<file path="config.mk">
export PLATFORM = sky130hd
export DESIGN_NAME = fse_ctl
export DESIGN_NICKNAME = d
export VERILOG_FILES = /design/src/fse_pkg.sv /design/src/fse_fifo.sv /design/src/fse_ctl.sv
export SDC_FILE = /design/constraint.sdc
export NUM_CORES = 2
export LEC_CHECK = 0
export ABC_AREA = 1
export BUFFER_PORTS_ARGS = -buffer_cell sky130_fd_sc_hd__buf_2
export CAP_MARGIN = 20
export CORE_MARGIN = 2
export CORE_UTILIZATION = 30
export DETAILED_ROUTE_END_ITERATION = 7
export PLACE_DENSITY = 0.47
export SETUP_SLACK_MARGIN = 0.2
export SLEW_MARGIN = 20
export SYNTH_ARGS = -nofsm -noshare
export SYNTH_HDL_FRONTEND = slang
export SYNTH_SLANG_ARGS = --single-unit
</file>
<file path="constraint.sdc">
create_clock -name clk -period 2.6 [get_ports clk]
set_input_delay 0.78 -clock clk [delete_from_list [all_inputs] [get_ports clk]]
set_output_delay 0.78 -clock clk [all_outputs]
set_load 0.005 [all_outputs]
</file>
<file path="src/fse_pkg.sv">
// shared constants and types for the frame security engine control block
// ==========================================================================
// Overview of operation
// RULE1: a secured frame can be encrypted then sent from normal, slot one, slot two or beacon.
// RULE2: transmit keys sit at 0x280, 0x290, and 0x2A0 shared by slot two and beacon.
// RULE3: host loads the receive key at 0x2B0-0x2BF; receive decryption uses it.
// RULE4: suite codes: 000 none, 001 counter, 010-100 CCM, 101-111 CBC-MAC.
// RULE5: suite fields at 0x2C[2:0], 0x37[2:0], 0x37[5:3], 0x2D[6:4].
// RULE6: setting secure enable and trigger in a control register encrypts then sends.
// RULE7: normal send done raises flag 0x31[0]; 0x24[0] is 0 ok, 1 failed.
// RULE8: normal retry count of latest send shows in 0x24[7:6].
// RULE9: 0x24[5] set when a failed send was caused by a busy channel.
// RULE10: slot send done raises 0x31[1] or [2]; status 1 ok, 0 failed.
// RULE11: slot retry count shows in bits 7:6 of that slot's control register.
// RULE12: 0x24[3] or [4] set when a slot send lacked time in the slot.
// RULE13: secured received frame raises 0x31[4] and waits for the host's choice.
// RULE14: host writing 0x2C[7] skips decryption and leaves the frame encrypted.
// RULE15: receive suite is programmed in 0x2C[5:3] with the common encoding.
// RULE16: 0x2C[6] starts receive decryption; completion raises 0x31[3].
// RULE17: after receive decryption 0x30[2] is 0 for no error, 1 for error.
// RULE18: writing 1 to 0x0D[0] flushes the receive buffer.
// RULE19: upper-layer header length is 5 bits, so headers stay within 31 octets.
// RULE20: host loads a 13-byte nonce at 0x240-0x24C used for upper-layer work.
// RULE21: upper-layer encryption uses the normal key at 0x280 and normal suite.
// RULE22: with 0x37[6] a secure normal trigger encrypts in place, flag 0x31[0], status 0.
// RULE23: with 0x37[7] a normal trigger decrypts in place, completion as encryption.
// RULE24: upper-layer decryption sets 0x30[6] on integrity mismatch; writing 1 clears it.
// RULE25: one cipher operation at a time; later requests wait until it completes.
// RULE26: host avoids pending slot two and beacon secure sends needing different keys.
package fse_pkg;
  // ========================================================================
  // register map
  localparam logic [9:0] A_RX_FLUSH = 10'h00D, A_BCN_CTL = 10'h01A, A_TXN_CTL = 10'h01B;
  localparam logic [9:0] A_G1_CTL = 10'h01C, A_G2_CTL = 10'h01D, A_TX_STAT = 10'h024;
  localparam logic [9:0] A_SEC0 = 10'h02C, A_SEC1 = 10'h02D, A_RX_STAT = 10'h030;
  localparam logic [9:0] A_INT_FLAGS = 10'h031, A_SEC2 = 10'h037;
  localparam logic [9:0] A_NONCE_FIRST = 10'h240, A_NONCE_LAST = 10'h24C;
  localparam logic [3:0] A_KEY_PAGE = 4'hA; // 0x280..0x2BF share bits 9:6
  // key memory byte index of each 16-byte key
  localparam logic [5:0] KEY_NORMAL = 6'h00, KEY_SLOT_ONE = 6'h10, KEY_SHARED = 6'h20, KEY_RECEIVE = 6'h30;
  localparam int unsigned KEY_BYTES = 16, NONCE_BYTES = 13, KEY_MEM_BYTES = 64;
  // ========================================================================
  // field positions
  localparam int unsigned B_TRIG = 0, B_SECEN = 1, B_RETRY = 6, B_FLUSH = 0;
  localparam int unsigned B_N_RES = 0, B_G1_RES = 1, B_G2_RES = 2, B_G1_NT = 3, B_G2_NT = 4, B_CCA = 5;
  localparam int unsigned B_SKIP = 7, B_GO = 6, B_RX_SUITE = 3, B_N_SUITE = 0, B_BCN_SUITE = 4;
  localparam int unsigned B_G1_SUITE = 0, B_G2_SUITE = 3, B_UP_ENC = 6, B_UP_DEC = 7;
  localparam int unsigned B_DEC_ERR = 2, B_UP_ERR = 6;
  localparam int unsigned F_NORMAL = 0, F_G1 = 1, F_G2 = 2, F_RX = 3, F_SEC = 4;
  localparam logic [7:0] RST_BYTE = 8'h00;
  localparam logic [4:0] HDR_LEN_MASK = 5'h1F; // header length field is 5 bits wide
  localparam int unsigned JOB_FIFO_DEPTH = 8;
  // buffer selects toward the radio and cipher
  localparam logic [1:0] BUF_NORMAL = 2'h0, BUF_G1 = 2'h1, BUF_G2 = 2'h2, BUF_BCN = 2'h3;
  // ========================================================================
  // types
  typedef enum logic [2:0] {
    SUITE_NONE = 3'h0, SUITE_CTR = 3'h1, SUITE_CCM128 = 3'h2, SUITE_CCM64 = 3'h3,
    SUITE_CCM32 = 3'h4, SUITE_MAC128 = 3'h5, SUITE_MAC64 = 3'h6, SUITE_MAC32 = 3'h7
  } fse_suite_t;
  typedef enum logic [2:0] {
    JOB_TXN = 3'h0, JOB_G1 = 3'h1, JOB_G2 = 3'h2, JOB_BCN = 3'h3,
    JOB_RXD = 3'h4, JOB_UPE = 3'h5, JOB_UPD = 3'h6
  } fse_job_code_t;
  typedef struct packed {
    logic secure;
    fse_job_code_t code;
  } fse_job_t;
  typedef struct packed {
    logic decrypt;
    logic upper;
    logic [4:0] hdr_mask;
    fse_suite_t suite;
    logic [1:0] buf_sel;
    logic [127:0] key;
    logic [103:0] nonce;
  } fse_eng_req_t;
  typedef struct packed {
    logic ok;
    logic [1:0] retries;
    logic cca_fail;
    logic no_time;
  } fse_tx_rep_t;
  typedef enum logic [1:0] {
    ST_IDLE = 2'b00, ST_CIPHER = 2'b01, ST_SEND = 2'b10
  } fse_state_t;
endpackage

</file>
<file path="src/fse_fifo.sv">
// job queue fifo with valid/ready on both sides
`timescale 1ns/1ps
module fse_fifo #(
  parameter int unsigned WIDTH = 4,
  parameter int unsigned DEPTH = 8
) (
  input wire logic clk,
  input wire logic sys_rst,
  input wire logic ce,
  input wire logic in_valid,
  output logic in_ready,
  input wire logic [WIDTH-1:0] in_data,
  output logic out_valid,
  input wire logic out_ready,
  output logic [WIDTH-1:0] out_data
);
  localparam int unsigned PW = (DEPTH > 1) ? $clog2(DEPTH) : 1;
  typedef struct packed {
    logic [DEPTH-1:0][WIDTH-1:0] mem;
    logic [PW-1:0] rd;
    logic [PW-1:0] wr;
    logic [PW:0] cnt;
  } fse_fifo_st_t;
  fse_fifo_st_t s_q, s_d;
  logic push, pop;

  // refuse shapes the pointer logic cannot serve
  if (WIDTH < 1 || DEPTH < 2) begin : g_bad_shape
    $error("fse_fifo needs WIDTH >= 1 and DEPTH >= 2");
  end

  // honest full and empty from the occupancy count
  assign in_ready = (s_q.cnt != (PW+1)'(DEPTH));
  assign out_valid = (s_q.cnt != '0);
  assign out_data = s_q.mem[s_q.rd];
  assign push = in_valid && in_ready;
  assign pop = out_valid && out_ready;

  // pointers wrap at DEPTH so any depth works, not only powers of two
  always_comb begin
    s_d = s_q;
    if (push) begin
      s_d.mem[s_q.wr] = in_data;
      s_d.wr = (s_q.wr == PW'(DEPTH - 1)) ? '0 : s_q.wr + PW'(1);
    end
    if (pop) begin
      s_d.rd = (s_q.rd == PW'(DEPTH - 1)) ? '0 : s_q.rd + PW'(1);
    end
    s_d.cnt = s_q.cnt + (PW+1)'(push) - (PW+1)'(pop);
  end

  always_ff @(posedge clk) begin
    if (sys_rst) begin
      s_q <= '0;
    end else if (ce) begin
      s_q <= s_d;
    end
  end
endmodule

</file>
<file path="src/fse_ctl.sv">
// register file, job arbitration and sequencing of the frame security engine
`timescale 1ns/1ps
module fse_ctl
  import fse_pkg::*;
#(
  parameter int unsigned FIFO_DEPTH = fse_pkg::JOB_FIFO_DEPTH
) (
  input wire logic clk,
  input wire logic sys_rst,
  input wire logic ce,
  input wire logic [9:0] reg_addr,
  input wire logic reg_wr,
  input wire logic reg_rd,
  input wire logic [7:0] reg_wdata,
  output logic [7:0] reg_rdata,
  input wire logic rx_secured,
  output logic rx_flush,
  output logic eng_start,
  output fse_pkg::fse_eng_req_t eng_req,
  input wire logic eng_done,
  input wire logic eng_err,
  output logic tx_go,
  output logic [1:0] tx_buf,
  input wire logic tx_done,
  input wire fse_pkg::fse_tx_rep_t tx_rep
);
  import fse_pkg::*;

  typedef struct packed {
    logic [KEY_MEM_BYTES-1:0][7:0] key;
    logic [NONCE_BYTES-1:0][7:0] nonce;
    logic [7:0] flush_ctl;
    logic [1:0] bcn_ctl;
    logic [4:0] txn_ctl;
    logic [7:0] g1_ctl;
    logic [7:0] g2_ctl;
    logic [7:0] tx_stat;
    logic [7:0] sec0;
    logic [7:0] sec1;
    logic [7:0] sec2;
    logic dec_err;
    logic up_err;
    logic [4:0] flags;
    logic rx_pend;
    fse_state_t st;
    fse_job_t job;
    logic eng_start;
    fse_eng_req_t eng_req;
    logic tx_go;
    logic [1:0] tx_buf;
    logic flush;
    logic [7:0] rdata;
  } fse_ctl_st_t;

  fse_ctl_st_t s_q, s_d;
  fse_job_t push_job, pop_job;
  logic push_valid, push_ready, pop_valid, pop_ready;
  logic wr_key, wr_nonce;

  // refuse a queue too shallow to hold a waiting job
  if (FIFO_DEPTH < 2) begin : g_bad_depth
    $error("fse_ctl needs FIFO_DEPTH >= 2");
  end

  // 16-byte key starting at a key memory index, lowest address in the low byte
  function automatic logic [127:0] key_at(input fse_ctl_st_t s, input logic [5:0] base);
    logic [127:0] k;
    k = '0;
    for (int i = 0; i < KEY_BYTES; i++) begin
      k[8*i +: 8] = s.key[6'(base + 6'(i))];
    end
    return k;
  endfunction

  // suite field and key location that serve each job
  function automatic fse_suite_t suite_of(input fse_ctl_st_t s, input fse_job_code_t c);
    case (c)
      JOB_G1: suite_of = fse_suite_t'(s.sec2[B_G1_SUITE +: 3]); // RULE5
      JOB_G2: suite_of = fse_suite_t'(s.sec2[B_G2_SUITE +: 3]); // RULE5
      JOB_BCN: suite_of = fse_suite_t'(s.sec1[B_BCN_SUITE +: 3]); // RULE5
      JOB_RXD: suite_of = fse_suite_t'(s.sec0[B_RX_SUITE +: 3]); // RULE15
      default: suite_of = fse_suite_t'(s.sec0[B_N_SUITE +: 3]); // RULE21
    endcase
  endfunction

  function automatic logic [5:0] key_base(input fse_job_code_t c);
    case (c)
      JOB_G1: key_base = KEY_SLOT_ONE; // RULE2
      JOB_G2, JOB_BCN: key_base = KEY_SHARED; // RULE2
      JOB_RXD: key_base = KEY_RECEIVE; // RULE3
      default: key_base = KEY_NORMAL; // RULE21
    endcase
  endfunction

  function automatic logic [1:0] buf_of(input fse_job_code_t c);
    case (c)
      JOB_G1: buf_of = BUF_G1;
      JOB_G2: buf_of = BUF_G2;
      JOB_BCN: buf_of = BUF_BCN;
      default: buf_of = BUF_NORMAL;
    endcase
  endfunction

  // ========================================================================
  // job arbitration: a trigger stays set until its job is queued
  always_comb begin
    push_valid = 1'b1;
    push_job = '{secure: 1'b1, code: JOB_RXD};
    if (s_q.sec0[B_GO]) begin
      push_job = '{secure: 1'b1, code: JOB_RXD}; // RULE16
    end else if (s_q.txn_ctl[B_TRIG] && s_q.sec2[B_UP_DEC]) begin
      push_job = '{secure: 1'b1, code: JOB_UPD}; // RULE23
    end else if (s_q.txn_ctl[B_TRIG] && s_q.sec2[B_UP_ENC] && s_q.txn_ctl[B_SECEN]) begin
      push_job = '{secure: 1'b1, code: JOB_UPE}; // RULE22
    end else if (s_q.txn_ctl[B_TRIG]) begin
      push_job = '{secure: s_q.txn_ctl[B_SECEN], code: JOB_TXN}; // RULE6
    end else if (s_q.g1_ctl[B_TRIG]) begin
      push_job = '{secure: s_q.g1_ctl[B_SECEN], code: JOB_G1}; // RULE1
    end else if (s_q.g2_ctl[B_TRIG]) begin
      push_job = '{secure: s_q.g2_ctl[B_SECEN], code: JOB_G2}; // RULE1
    end else if (s_q.bcn_ctl[B_TRIG]) begin
      push_job = '{secure: s_q.bcn_ctl[B_SECEN], code: JOB_BCN}; // RULE1
    end else begin
      push_valid = 1'b0;
    end
  end

  // the queue holds waiting jobs while the single engine is busy
  fse_fifo #(
    .WIDTH($bits(fse_job_t)),
    .DEPTH(FIFO_DEPTH)
  ) u_jobs (
    .clk(clk),
    .sys_rst(sys_rst),
    .ce(ce),
    .in_valid(push_valid),
    .in_ready(push_ready),
    .in_data(push_job),
    .out_valid(pop_valid),
    .out_ready(pop_ready),
    .out_data(pop_job)
  );
  assign pop_ready = (s_q.st == ST_IDLE); // RULE25

  assign wr_key = reg_wr && (reg_addr[9:6] == A_KEY_PAGE);
  assign wr_nonce = reg_wr && (reg_addr >= A_NONCE_FIRST) && (reg_addr <= A_NONCE_LAST);

  // ========================================================================
  // next state: register writes, sequencing, completion reporting
  always_comb begin
    logic done_now;
    fse_job_code_t c;
    s_d = s_q;
    done_now = 1'b0;
    c = s_q.job.code;
    s_d.eng_start = 1'b0;
    s_d.tx_go = 1'b0;
    s_d.flush = 1'b0;
    // self-clearing bits drop before host writes, so a fresh write in the same cycle wins
    if (s_q.sec0[B_SKIP]) begin
      s_d.sec0[B_SKIP] = 1'b0;
    end
    // a queued job releases its trigger
    if (push_valid && push_ready) begin
      case (push_job.code)
        JOB_RXD: s_d.sec0[B_GO] = 1'b0;
        JOB_TXN, JOB_UPE, JOB_UPD: s_d.txn_ctl[B_TRIG] = 1'b0;
        JOB_G1: s_d.g1_ctl[B_TRIG] = 1'b0;
        JOB_G2: s_d.g2_ctl[B_TRIG] = 1'b0;
        default: s_d.bcn_ctl[B_TRIG] = 1'b0;
      endcase
      if (push_job.code == JOB_RXD) begin
        s_d.rx_pend = 1'b0;
      end
    end
    // host writes
    if (wr_key) begin
      s_d.key[reg_addr[5:0]] = reg_wdata; // RULE2 RULE3
    end
    if (wr_nonce) begin
      s_d.nonce[reg_addr[3:0]] = reg_wdata; // RULE20
    end
    if (reg_wr) begin
      case (reg_addr)
        A_RX_FLUSH: begin
          s_d.flush_ctl = {reg_wdata[7:1], 1'b0};
          s_d.flush = reg_wdata[B_FLUSH]; // RULE18
        end
        A_BCN_CTL: s_d.bcn_ctl = reg_wdata[1:0];
        A_TXN_CTL: s_d.txn_ctl = reg_wdata[4:0];
        A_G1_CTL: s_d.g1_ctl[5:0] = reg_wdata[5:0];
        A_G2_CTL: s_d.g2_ctl[5:0] = reg_wdata[5:0];
        A_SEC0: begin
          s_d.sec0 = reg_wdata;
          if (reg_wdata[B_SKIP]) begin
            s_d.rx_pend = 1'b0; // RULE14
          end
        end
        A_SEC1: s_d.sec1 = reg_wdata;
        A_SEC2: s_d.sec2 = reg_wdata;
        A_RX_STAT: begin
          if (reg_wdata[B_UP_ERR]) begin
            s_d.up_err = 1'b0; // RULE24
          end
        end
        default: begin
        end
      endcase
    end
    // flags clear on read; events below are applied later and so win
    if (reg_rd && reg_addr == A_INT_FLAGS) begin
      s_d.flags = '0;
    end
    // secured frame arrival waits for the host to decide
    if (rx_secured) begin
      s_d.flags[F_SEC] = 1'b1; // RULE13
      s_d.rx_pend = 1'b1; // RULE13
    end
    // sequencer
    case (s_q.st)
      ST_IDLE: begin
        if (pop_valid) begin
          c = pop_job.code;
          s_d.job = pop_job;
          if (pop_job.secure && suite_of(s_q, c) != SUITE_NONE) begin
            s_d.st = ST_CIPHER; // RULE25
            s_d.eng_start = 1'b1;
            s_d.eng_req.decrypt = (c == JOB_RXD) || (c == JOB_UPD);
            s_d.eng_req.upper = (c == JOB_UPE) || (c == JOB_UPD);
            s_d.eng_req.hdr_mask = HDR_LEN_MASK; // RULE19
            s_d.eng_req.suite = suite_of(s_q, c); // RULE4
            s_d.eng_req.buf_sel = buf_of(c);
            s_d.eng_req.key = key_at(s_q, key_base(c)); // RULE2 RULE3 RULE21
            s_d.eng_req.nonce = s_q.nonce; // RULE20
          end else if (c <= JOB_BCN) begin
            s_d.st = ST_SEND;
            s_d.tx_go = 1'b1;
            s_d.tx_buf = buf_of(c);
          end else begin
            done_now = 1'b1;
          end
        end
      end
      ST_CIPHER: begin
        if (eng_done) begin
          if (c <= JOB_BCN) begin
            s_d.st = ST_SEND; // RULE6
            s_d.tx_go = 1'b1;
            s_d.tx_buf = buf_of(c);
          end else begin
            done_now = 1'b1;
          end
        end
      end
      ST_SEND: begin
        if (tx_done) begin
          s_d.st = ST_IDLE;
          case (c)
            JOB_TXN: begin
              s_d.flags[F_NORMAL] = 1'b1; // RULE7
              s_d.tx_stat[B_N_RES] = !tx_rep.ok; // RULE7
              s_d.tx_stat[B_RETRY +: 2] = tx_rep.retries; // RULE8
            end
            JOB_G1: begin
              s_d.flags[F_G1] = 1'b1; // RULE10
              s_d.tx_stat[B_G1_RES] = tx_rep.ok; // RULE10
              s_d.tx_stat[B_G1_NT] = !tx_rep.ok && tx_rep.no_time; // RULE12
              s_d.g1_ctl[B_RETRY +: 2] = tx_rep.retries; // RULE11
            end
            JOB_G2: begin
              s_d.flags[F_G2] = 1'b1; // RULE10
              s_d.tx_stat[B_G2_RES] = tx_rep.ok; // RULE10
              s_d.tx_stat[B_G2_NT] = !tx_rep.ok && tx_rep.no_time; // RULE12
              s_d.g2_ctl[B_RETRY +: 2] = tx_rep.retries; // RULE11
            end
            default: begin
            end
          endcase
          s_d.tx_stat[B_CCA] = !tx_rep.ok && tx_rep.cca_fail; // RULE9
        end
      end
      default: s_d.st = ST_IDLE;
    endcase
    // in-place and receive jobs finish without the radio
    if (done_now) begin
      s_d.st = ST_IDLE;
      if (c == JOB_RXD) begin
        s_d.flags[F_RX] = 1'b1; // RULE16
        s_d.dec_err = (s_q.st == ST_CIPHER) && eng_err; // RULE17
      end else begin
        s_d.flags[F_NORMAL] = 1'b1; // RULE22 RULE23
        s_d.tx_stat[B_N_RES] = 1'b0; // RULE22 RULE23
        if (c == JOB_UPD && s_q.st == ST_CIPHER && eng_err) begin
          s_d.up_err = 1'b1; // RULE24
        end
      end
    end
    // read data, registered; unmapped and write-only space reads zero
    s_d.rdata = RST_BYTE;
    if (reg_rd) begin
      case (reg_addr)
        A_RX_FLUSH: s_d.rdata = s_q.flush_ctl;
        A_BCN_CTL: s_d.rdata = {6'h00, s_q.bcn_ctl};
        A_TXN_CTL: s_d.rdata = {3'h0, s_q.txn_ctl};
        A_G1_CTL: s_d.rdata = s_q.g1_ctl;
        A_G2_CTL: s_d.rdata = s_q.g2_ctl;
        A_TX_STAT: s_d.rdata = s_q.tx_stat;
        A_SEC0: s_d.rdata = s_q.sec0;
        A_SEC1: s_d.rdata = s_q.sec1;
        A_SEC2: s_d.rdata = s_q.sec2;
        A_RX_STAT: s_d.rdata = {1'b0, s_q.up_err, 3'h0, s_q.dec_err, 2'h0};
        A_INT_FLAGS: s_d.rdata = {3'h0, s_q.flags};
        default: begin
          if (reg_addr[9:6] == A_KEY_PAGE) begin
            s_d.rdata = s_q.key[reg_addr[5:0]];
          end else if (reg_addr >= A_NONCE_FIRST && reg_addr <= A_NONCE_LAST) begin
            s_d.rdata = s_q.nonce[reg_addr[3:0]];
          end
        end
      endcase
    end
  end

  // single state register, frozen while the clock enable is low
  always_ff @(posedge clk) begin
    if (sys_rst) begin
      s_q <= '0;
    end else if (ce) begin
      s_q <= s_d;
    end
  end

  assign reg_rdata = s_q.rdata;
  assign rx_flush = s_q.flush;
  assign eng_start = s_q.eng_start;
  assign eng_req = s_q.eng_req;
  assign tx_go = s_q.tx_go;
  assign tx_buf = s_q.tx_buf;

  // ========================================================================
  // checks
  chk_single_engine_op: assert property (@(posedge clk) disable iff (sys_rst) // RULE25
    (ce && s_q.st != ST_IDLE) |=> !eng_start) else $error("engine started while busy");
  chk_shared_key_used: assert property (@(posedge clk) disable iff (sys_rst) // RULE2
    (eng_start && (s_q.job.code == JOB_G2 || s_q.job.code == JOB_BCN)) |->
    eng_req.key == key_at(s_q, KEY_SHARED)) else $error("slot two or beacon key wrong");
  chk_rx_key_used: assert property (@(posedge clk) disable iff (sys_rst) // RULE3
    (eng_start && s_q.job.code == JOB_RXD) |-> eng_req.key == key_at(s_q, KEY_RECEIVE) && eng_req.decrypt)
    else $error("receive key or direction wrong");
  chk_normal_result: assert property (@(posedge clk) disable iff (sys_rst) // RULE7
    (ce && s_q.st == ST_SEND && tx_done && s_q.job.code == JOB_TXN) |=>
    s_q.flags[F_NORMAL] && s_q.tx_stat[B_N_RES] == !$past(tx_rep.ok) && s_q.tx_stat[7:6] == $past(tx_rep.retries))
    else $error("normal send result wrong");
  chk_slot_polarity: assert property (@(posedge clk) disable iff (sys_rst) // RULE10
    (ce && s_q.st == ST_SEND && tx_done && s_q.job.code == JOB_G1) |=>
    s_q.flags[F_G1] && s_q.tx_stat[B_G1_RES] == $past(tx_rep.ok)) else $error("slot one result wrong");
  chk_slot_retries: assert property (@(posedge clk) disable iff (sys_rst) // RULE11
    (ce && s_q.st == ST_SEND && tx_done && s_q.job.code == JOB_G2) |=>
    s_q.g2_ctl[7:6] == $past(tx_rep.retries)) else $error("slot two retry count wrong");
  chk_secured_wait: assert property (@(posedge clk) disable iff (sys_rst) // RULE13
    (ce && rx_secured) |=> s_q.flags[F_SEC] && s_q.rx_pend) else $error("secured frame not flagged");
  chk_rx_decrypt_done: assert property (@(posedge clk) disable iff (sys_rst) // RULE17
    (ce && s_q.st == ST_CIPHER && eng_done && s_q.job.code == JOB_RXD) |=>
    s_q.flags[F_RX] && s_q.dec_err == $past(eng_err) && s_q.st == ST_IDLE) else $error("decrypt status wrong");
  chk_flush_pulse: assert property (@(posedge clk) disable iff (sys_rst) // RULE18
    (ce && reg_wr && reg_addr == A_RX_FLUSH && reg_wdata[B_FLUSH]) |=> rx_flush ##1 (!rx_flush || !$past(ce)))
    else $error("flush not a single pulse");
  chk_inplace_no_send: assert property (@(posedge clk) disable iff (sys_rst) // RULE22
    (ce && s_q.st == ST_CIPHER && eng_done && s_q.job.code == JOB_UPE) |=>
    !tx_go && s_q.flags[F_NORMAL] && !s_q.tx_stat[B_N_RES]) else $error("upper encrypt sent or misreported");
  chk_upper_mic: assert property (@(posedge clk) disable iff (sys_rst) // RULE24
    (ce && s_q.st == ST_CIPHER && eng_done && eng_err && s_q.job.code == JOB_UPD) |=> s_q.up_err)
    else $error("integrity error not flagged");
  cov_rx_decrypt: cover property (@(posedge clk) disable iff (sys_rst)
    s_q.rx_pend ##[1:50] (eng_start && eng_req.decrypt));
  cov_slot_send: cover property (@(posedge clk) disable iff (sys_rst)
    (s_q.st == ST_SEND && s_q.job.code == JOB_G1 && tx_done && tx_rep.ok));
  cov_queue_full: cover property (@(posedge clk) disable iff (sys_rst) push_valid && !push_ready);
endmodule

</file>
==> run_results.csv <==
group,metric,value,unit
yosys,muxShareOfSynthArea,0,
pwr,powerDensity,966,nW/µm²
placed_design,io_buffers,288,
clock_tree,htreeDepth,3,
die,dieArea,150000,µm²
clock_tree,path_clk_slew,0.07,ns
yosys,synthArstFlopShare,0,
finish,nets,6383,
finish,syn2layout_area_growth,29.3,%
worst_hold_path,min_delay_path_depth,3,
yosys,avgSynthCellArea,7.46,µm²
timing,fin_skew,0.0655,ns
global_route,grt_pass1_wl,283000,µm
detailed_routing,wl,193000,µm
clock_tree,clk_path_buf_depth,3,
detailed_routing,wl_per_cell,23.1,µm
clock_tree,cts_buffers,117,
detailed_routing,vias,44824,
finish,nFillCells,15013,
finish,drive_gt1_frac,0.233,
clock_tree,insertion_delay,0.79,ns
worst_setup_path,required,3.32,ns
yosys,synth_top_area_cell,"dfxtp_1",
placed_design,gp_congestion,1.01,
worst_setup_path,rr_startpoint,"u_jobs.s_q[7]$_SDFFE_PP0P_",
timing,finalWorstSetupSlack,-0.130,ns
yosys,ys_seq_elements,985,
yosys,synth_area_leaders,"dfxtp_1 45%, o21ai_0 13%, nor2_1 9.5%, a21oi_1 8.6%, buf_4 4.7%",
detailed_routing,first_iter_violations,4401,
status,status,"finished with violations",
yosys,synth_top_family_by_area,"compound AO/OA/AOI/OAI gates",
worst_setup_path,worstReg2RegEnd,"eng_req[181]$_SDFFE_PP0P_",
timing,finalHoldViolCount,0,
global_route,antenna_found_initial,4,
finish,final_cells,8352,
worst_setup_path,startpoint,"reg_addr[1]",
worst_setup_path,crit_path_end_kind,"flip-flop",
yosys,synth_seq_area_share,0.446,
worst_hold_path,holdCritStartpoint,"tx_rep[3]",
yosys,synth_compound_area_frac,0.305,
die,dieHeight,388,µm
finish,multi_input_area,20700,µm²
timing,fin_tns_setup,-0.693,ns
yosys,synth-simple-area-share,0.131,
yosys,synthDistinctLibCells,52,
timing,slew_headroom,0.380,
timing,worst_pin_slew,0.930,ns
worst_hold_path,min_path_type,"primary input to flip-flop",
worst_setup_path,crit_type,"primary input to flip-flop",
worst_setup_path,crit_arrival,3.45,ns
die,start_util,0.303,
status,failed_checks,"setup timing",
yosys,yosysMostFrequentCell,"nor2_1",
placed_design,dp.cells,8093,
timing,rsz0062_at_grt,"true",
detailed_routing,drc,0,
yosys,yosysTopAreaCellShare,0.446,
die,die_x,388,µm
pwr,ir_drop,0.000717,V
finish,seqCellArea,19700,µm²
worst_setup_path,r2r_cells,17,
timing,finalSetupViolCount,24,
clock_tree,tritoncts,"done",
yosys,synth_nets,5973,
yosys,synth_top_flop_cell,"dfxtp_1",
detailed_routing,via_per_inst,5.37,
yosys,synthAdderAreaFrac,0.00328,
die,core,146000,µm²
die,num_rows,140,
global_route,grt_max_degree,173,
flow_run,maxCapViolCount,0,
timing,fmax,366,MHz
detailed_routing,drtAntennaViolNets,0,
yosys,yosys_warnings,0,
global_route,first_global_vias,42102,
worst_hold_path,hold_path_end,"s_q[302]$_SDFFE_PP0P_",
yosys,synth-xor-area-share,0.000396,
yosys,synth_cells,5930,
clock_tree,cts-root-buf,"clkbuf_16",
worst_setup_path,start_kind,"primary input",
yosys,synthTopCellsByCount,"1121 x nor2_1, 1116 x o21ai_0, 985 x dfxtp_1",
die,io_pins,289,
worst_setup_path,reg2reg_slack,-0.04,ns
clock_tree,cts.sinks,985,
timing,maxSlewViolCount,0,
worst_setup_path,worstPathMaxFanout,25,
global_route,grt.overflow.total,0,
detailed_routing,dr.pass1.iters,6,
timing,fin_crit,2.73,ns
placed_design,hpwl,136000,µm
global_route,grt_use_total,0.246,
yosys,syn-cell-area,44200,µm²
timing,post-route-period-util,1.05,
yosys,synth-edff-count,0,
pwr,p_leak,0.0238,µW
==> registers in the layout, indices dropped and copies added (netlist names) <==
register and cells:
eng_req 240, eng_start 1, reg_rdata 8, rx_flush 1, s_q 690, tx_buf 2
tx_go 1, u_jobs.s_q 42
==> final cells by class <==
| class | instances | share of cell area |
|---|---|---|
| well taps | 1917 | 0.0419 |
| repair buffers | 1033 | 0.163 |
| clock inverters | 49 | 0.0103 |
| diodes | 2 | 0.0000875 |
| flip-flops and latches | 985 | 0.345 |
| inverters | 271 | 0.0185 |
| clock buffers | 163 | 0.0588 |
| repair inverters | 1 | 0.000153 |
| multi-input cells | 3931 | 0.363 |
==> worst max path at each step <==
stage | endpoint | slack (ns)
after floorplan | s_q[350]$_SDFFE_PP0P_ | 0.08
after global placement | reg_rdata[3]$_SDFFE_PP0P_ | -0.88
after detailed placement | reg_rdata[1]$_SDFFE_PP0P_ | -0.85
after CTS | eng_req[186]$_SDFFE_PP0P_ | -0.03
after global routing | eng_req[194]$_SDFFE_PP0P_ | -0.20
final | reg_rdata[5]$_SDFFE_PP0P_ | -0.13
==> worst max-delay path: stages <==
cell     delay (ns)
buf_2          0.20
buf_4          0.16
nor2_4         0.05
inv_4          0.12
buf_12         0.21
buf_4          0.21
buf_4          0.15
o22ai_1        0.06
o21ai_0        0.35
nand4_1        0.15
a22oi_1        0.19
nand2_1        0.10
nor2_1         0.40
o21ai_0        0.15
a21oi_1        0.13
==> placed cells by master, fill, tap and decap left out, types with 10 or more instances in the layout <==
master / netlist / final
a22o_1: 10 / 10
nand2_1: 183 / 160
a221oi_1: 18 / 17
o221ai_1: 26 / 26
o22ai_1: 262 / 262
buf_16: 0 / 17
nor2_2: 5 / 90
nand2_4: 5 / 14
nand4_1: 36 / 36
o21ai_1: 65 / 146
ha_1: 10 / 10
o21ai_2: 0 / 16
clkinv_2: 0 / 24
nand2_2: 5 / 18
nor3_1: 20 / 10
a22oi_1: 18 / 18
nor2_1: 1121 / 1014
clkbuf_16: 0 / 120
nand3_2: 2 / 11
clkbuf_8: 0 / 26
buf_4: 274 / 563
o32ai_1: 88 / 26
clkbuf_1: 377 / 20
nor2_4: 1 / 23
nand3_1: 69 / 58
buf_2: 51 / 287
o32ai_2: 0 / 57
a21oi_1: 760 / 756
a211oi_1: 59 / 59
o21ai_0: 1116 / 1019
dfxtp_1: 985 / 984
inv_1: 256 / 253
buf_12: 0 / 126
o22a_1: 11 / 11
buf_6: 16 / 25
==> layer usage <==
layer  global-route usage  up-vias  routed length (µm)
li1                     -    21275                   -
met1                0.330    21473               83800
met2                0.388     1722               87100
met3               0.0438      350               13700
met4                0.100        4                8420
met5                    0        -                  17
==> per-stage QoR <==
| stage | instance area, µm² | util | worst slack (ns) | total power, µW | hold slack (ns) |
|---|---|---|---|---|---|
| floorplan | 44500 | - | 0.0768 | 24700 | 0.429 |
| global placement | 51100 | 0.350 | -0.877 | 33600 | 0.437 |
| detailed placement | 51100 | 0.350 | -0.850 | 33600 | 0.442 |
| CTS | 56800 | 0.389 | -0.0262 | 55000 | 0.232 |
| global route | 57200 | 0.392 | -0.196 | 57600 | 0.296 |
| finish | 57200 | 0.392 | -0.130 | 55200 | 0.281 |
==> kinds of logic (layout without fill, tap and decap cells) <==
| kind of cell | Yosys count | in the layout |
|---|---|---|
| AO/OA/AOI/OAI | 2462 | 2462 |
| AND/OR/NAND/NOR | 1455 | 1456 |
| buffers and inverters | 1015 | 1517 |
| flip-flops | 985 | 985 |
| adder cells (fa/ha/maj) | 11 | 11 |
| XOR/XNOR | 2 | 2 |
| other | 0 | 2 |
==> power breakdown <==
part	switching, µW	leakage, µW	internal (µW)
sequential	230	0.00794	15500
clock	7120	0.00193	9820
combinational	12700	0.0139	9860
==> timing repair <==
action,in CTS,in global routing
cloned,17,4
buffers inserted,21,3
resized for setup,289,100
hold buffers,0,0
setup endpoints to repair,257,265
pin swaps,53,6
(Power assumes the default switching activity.)
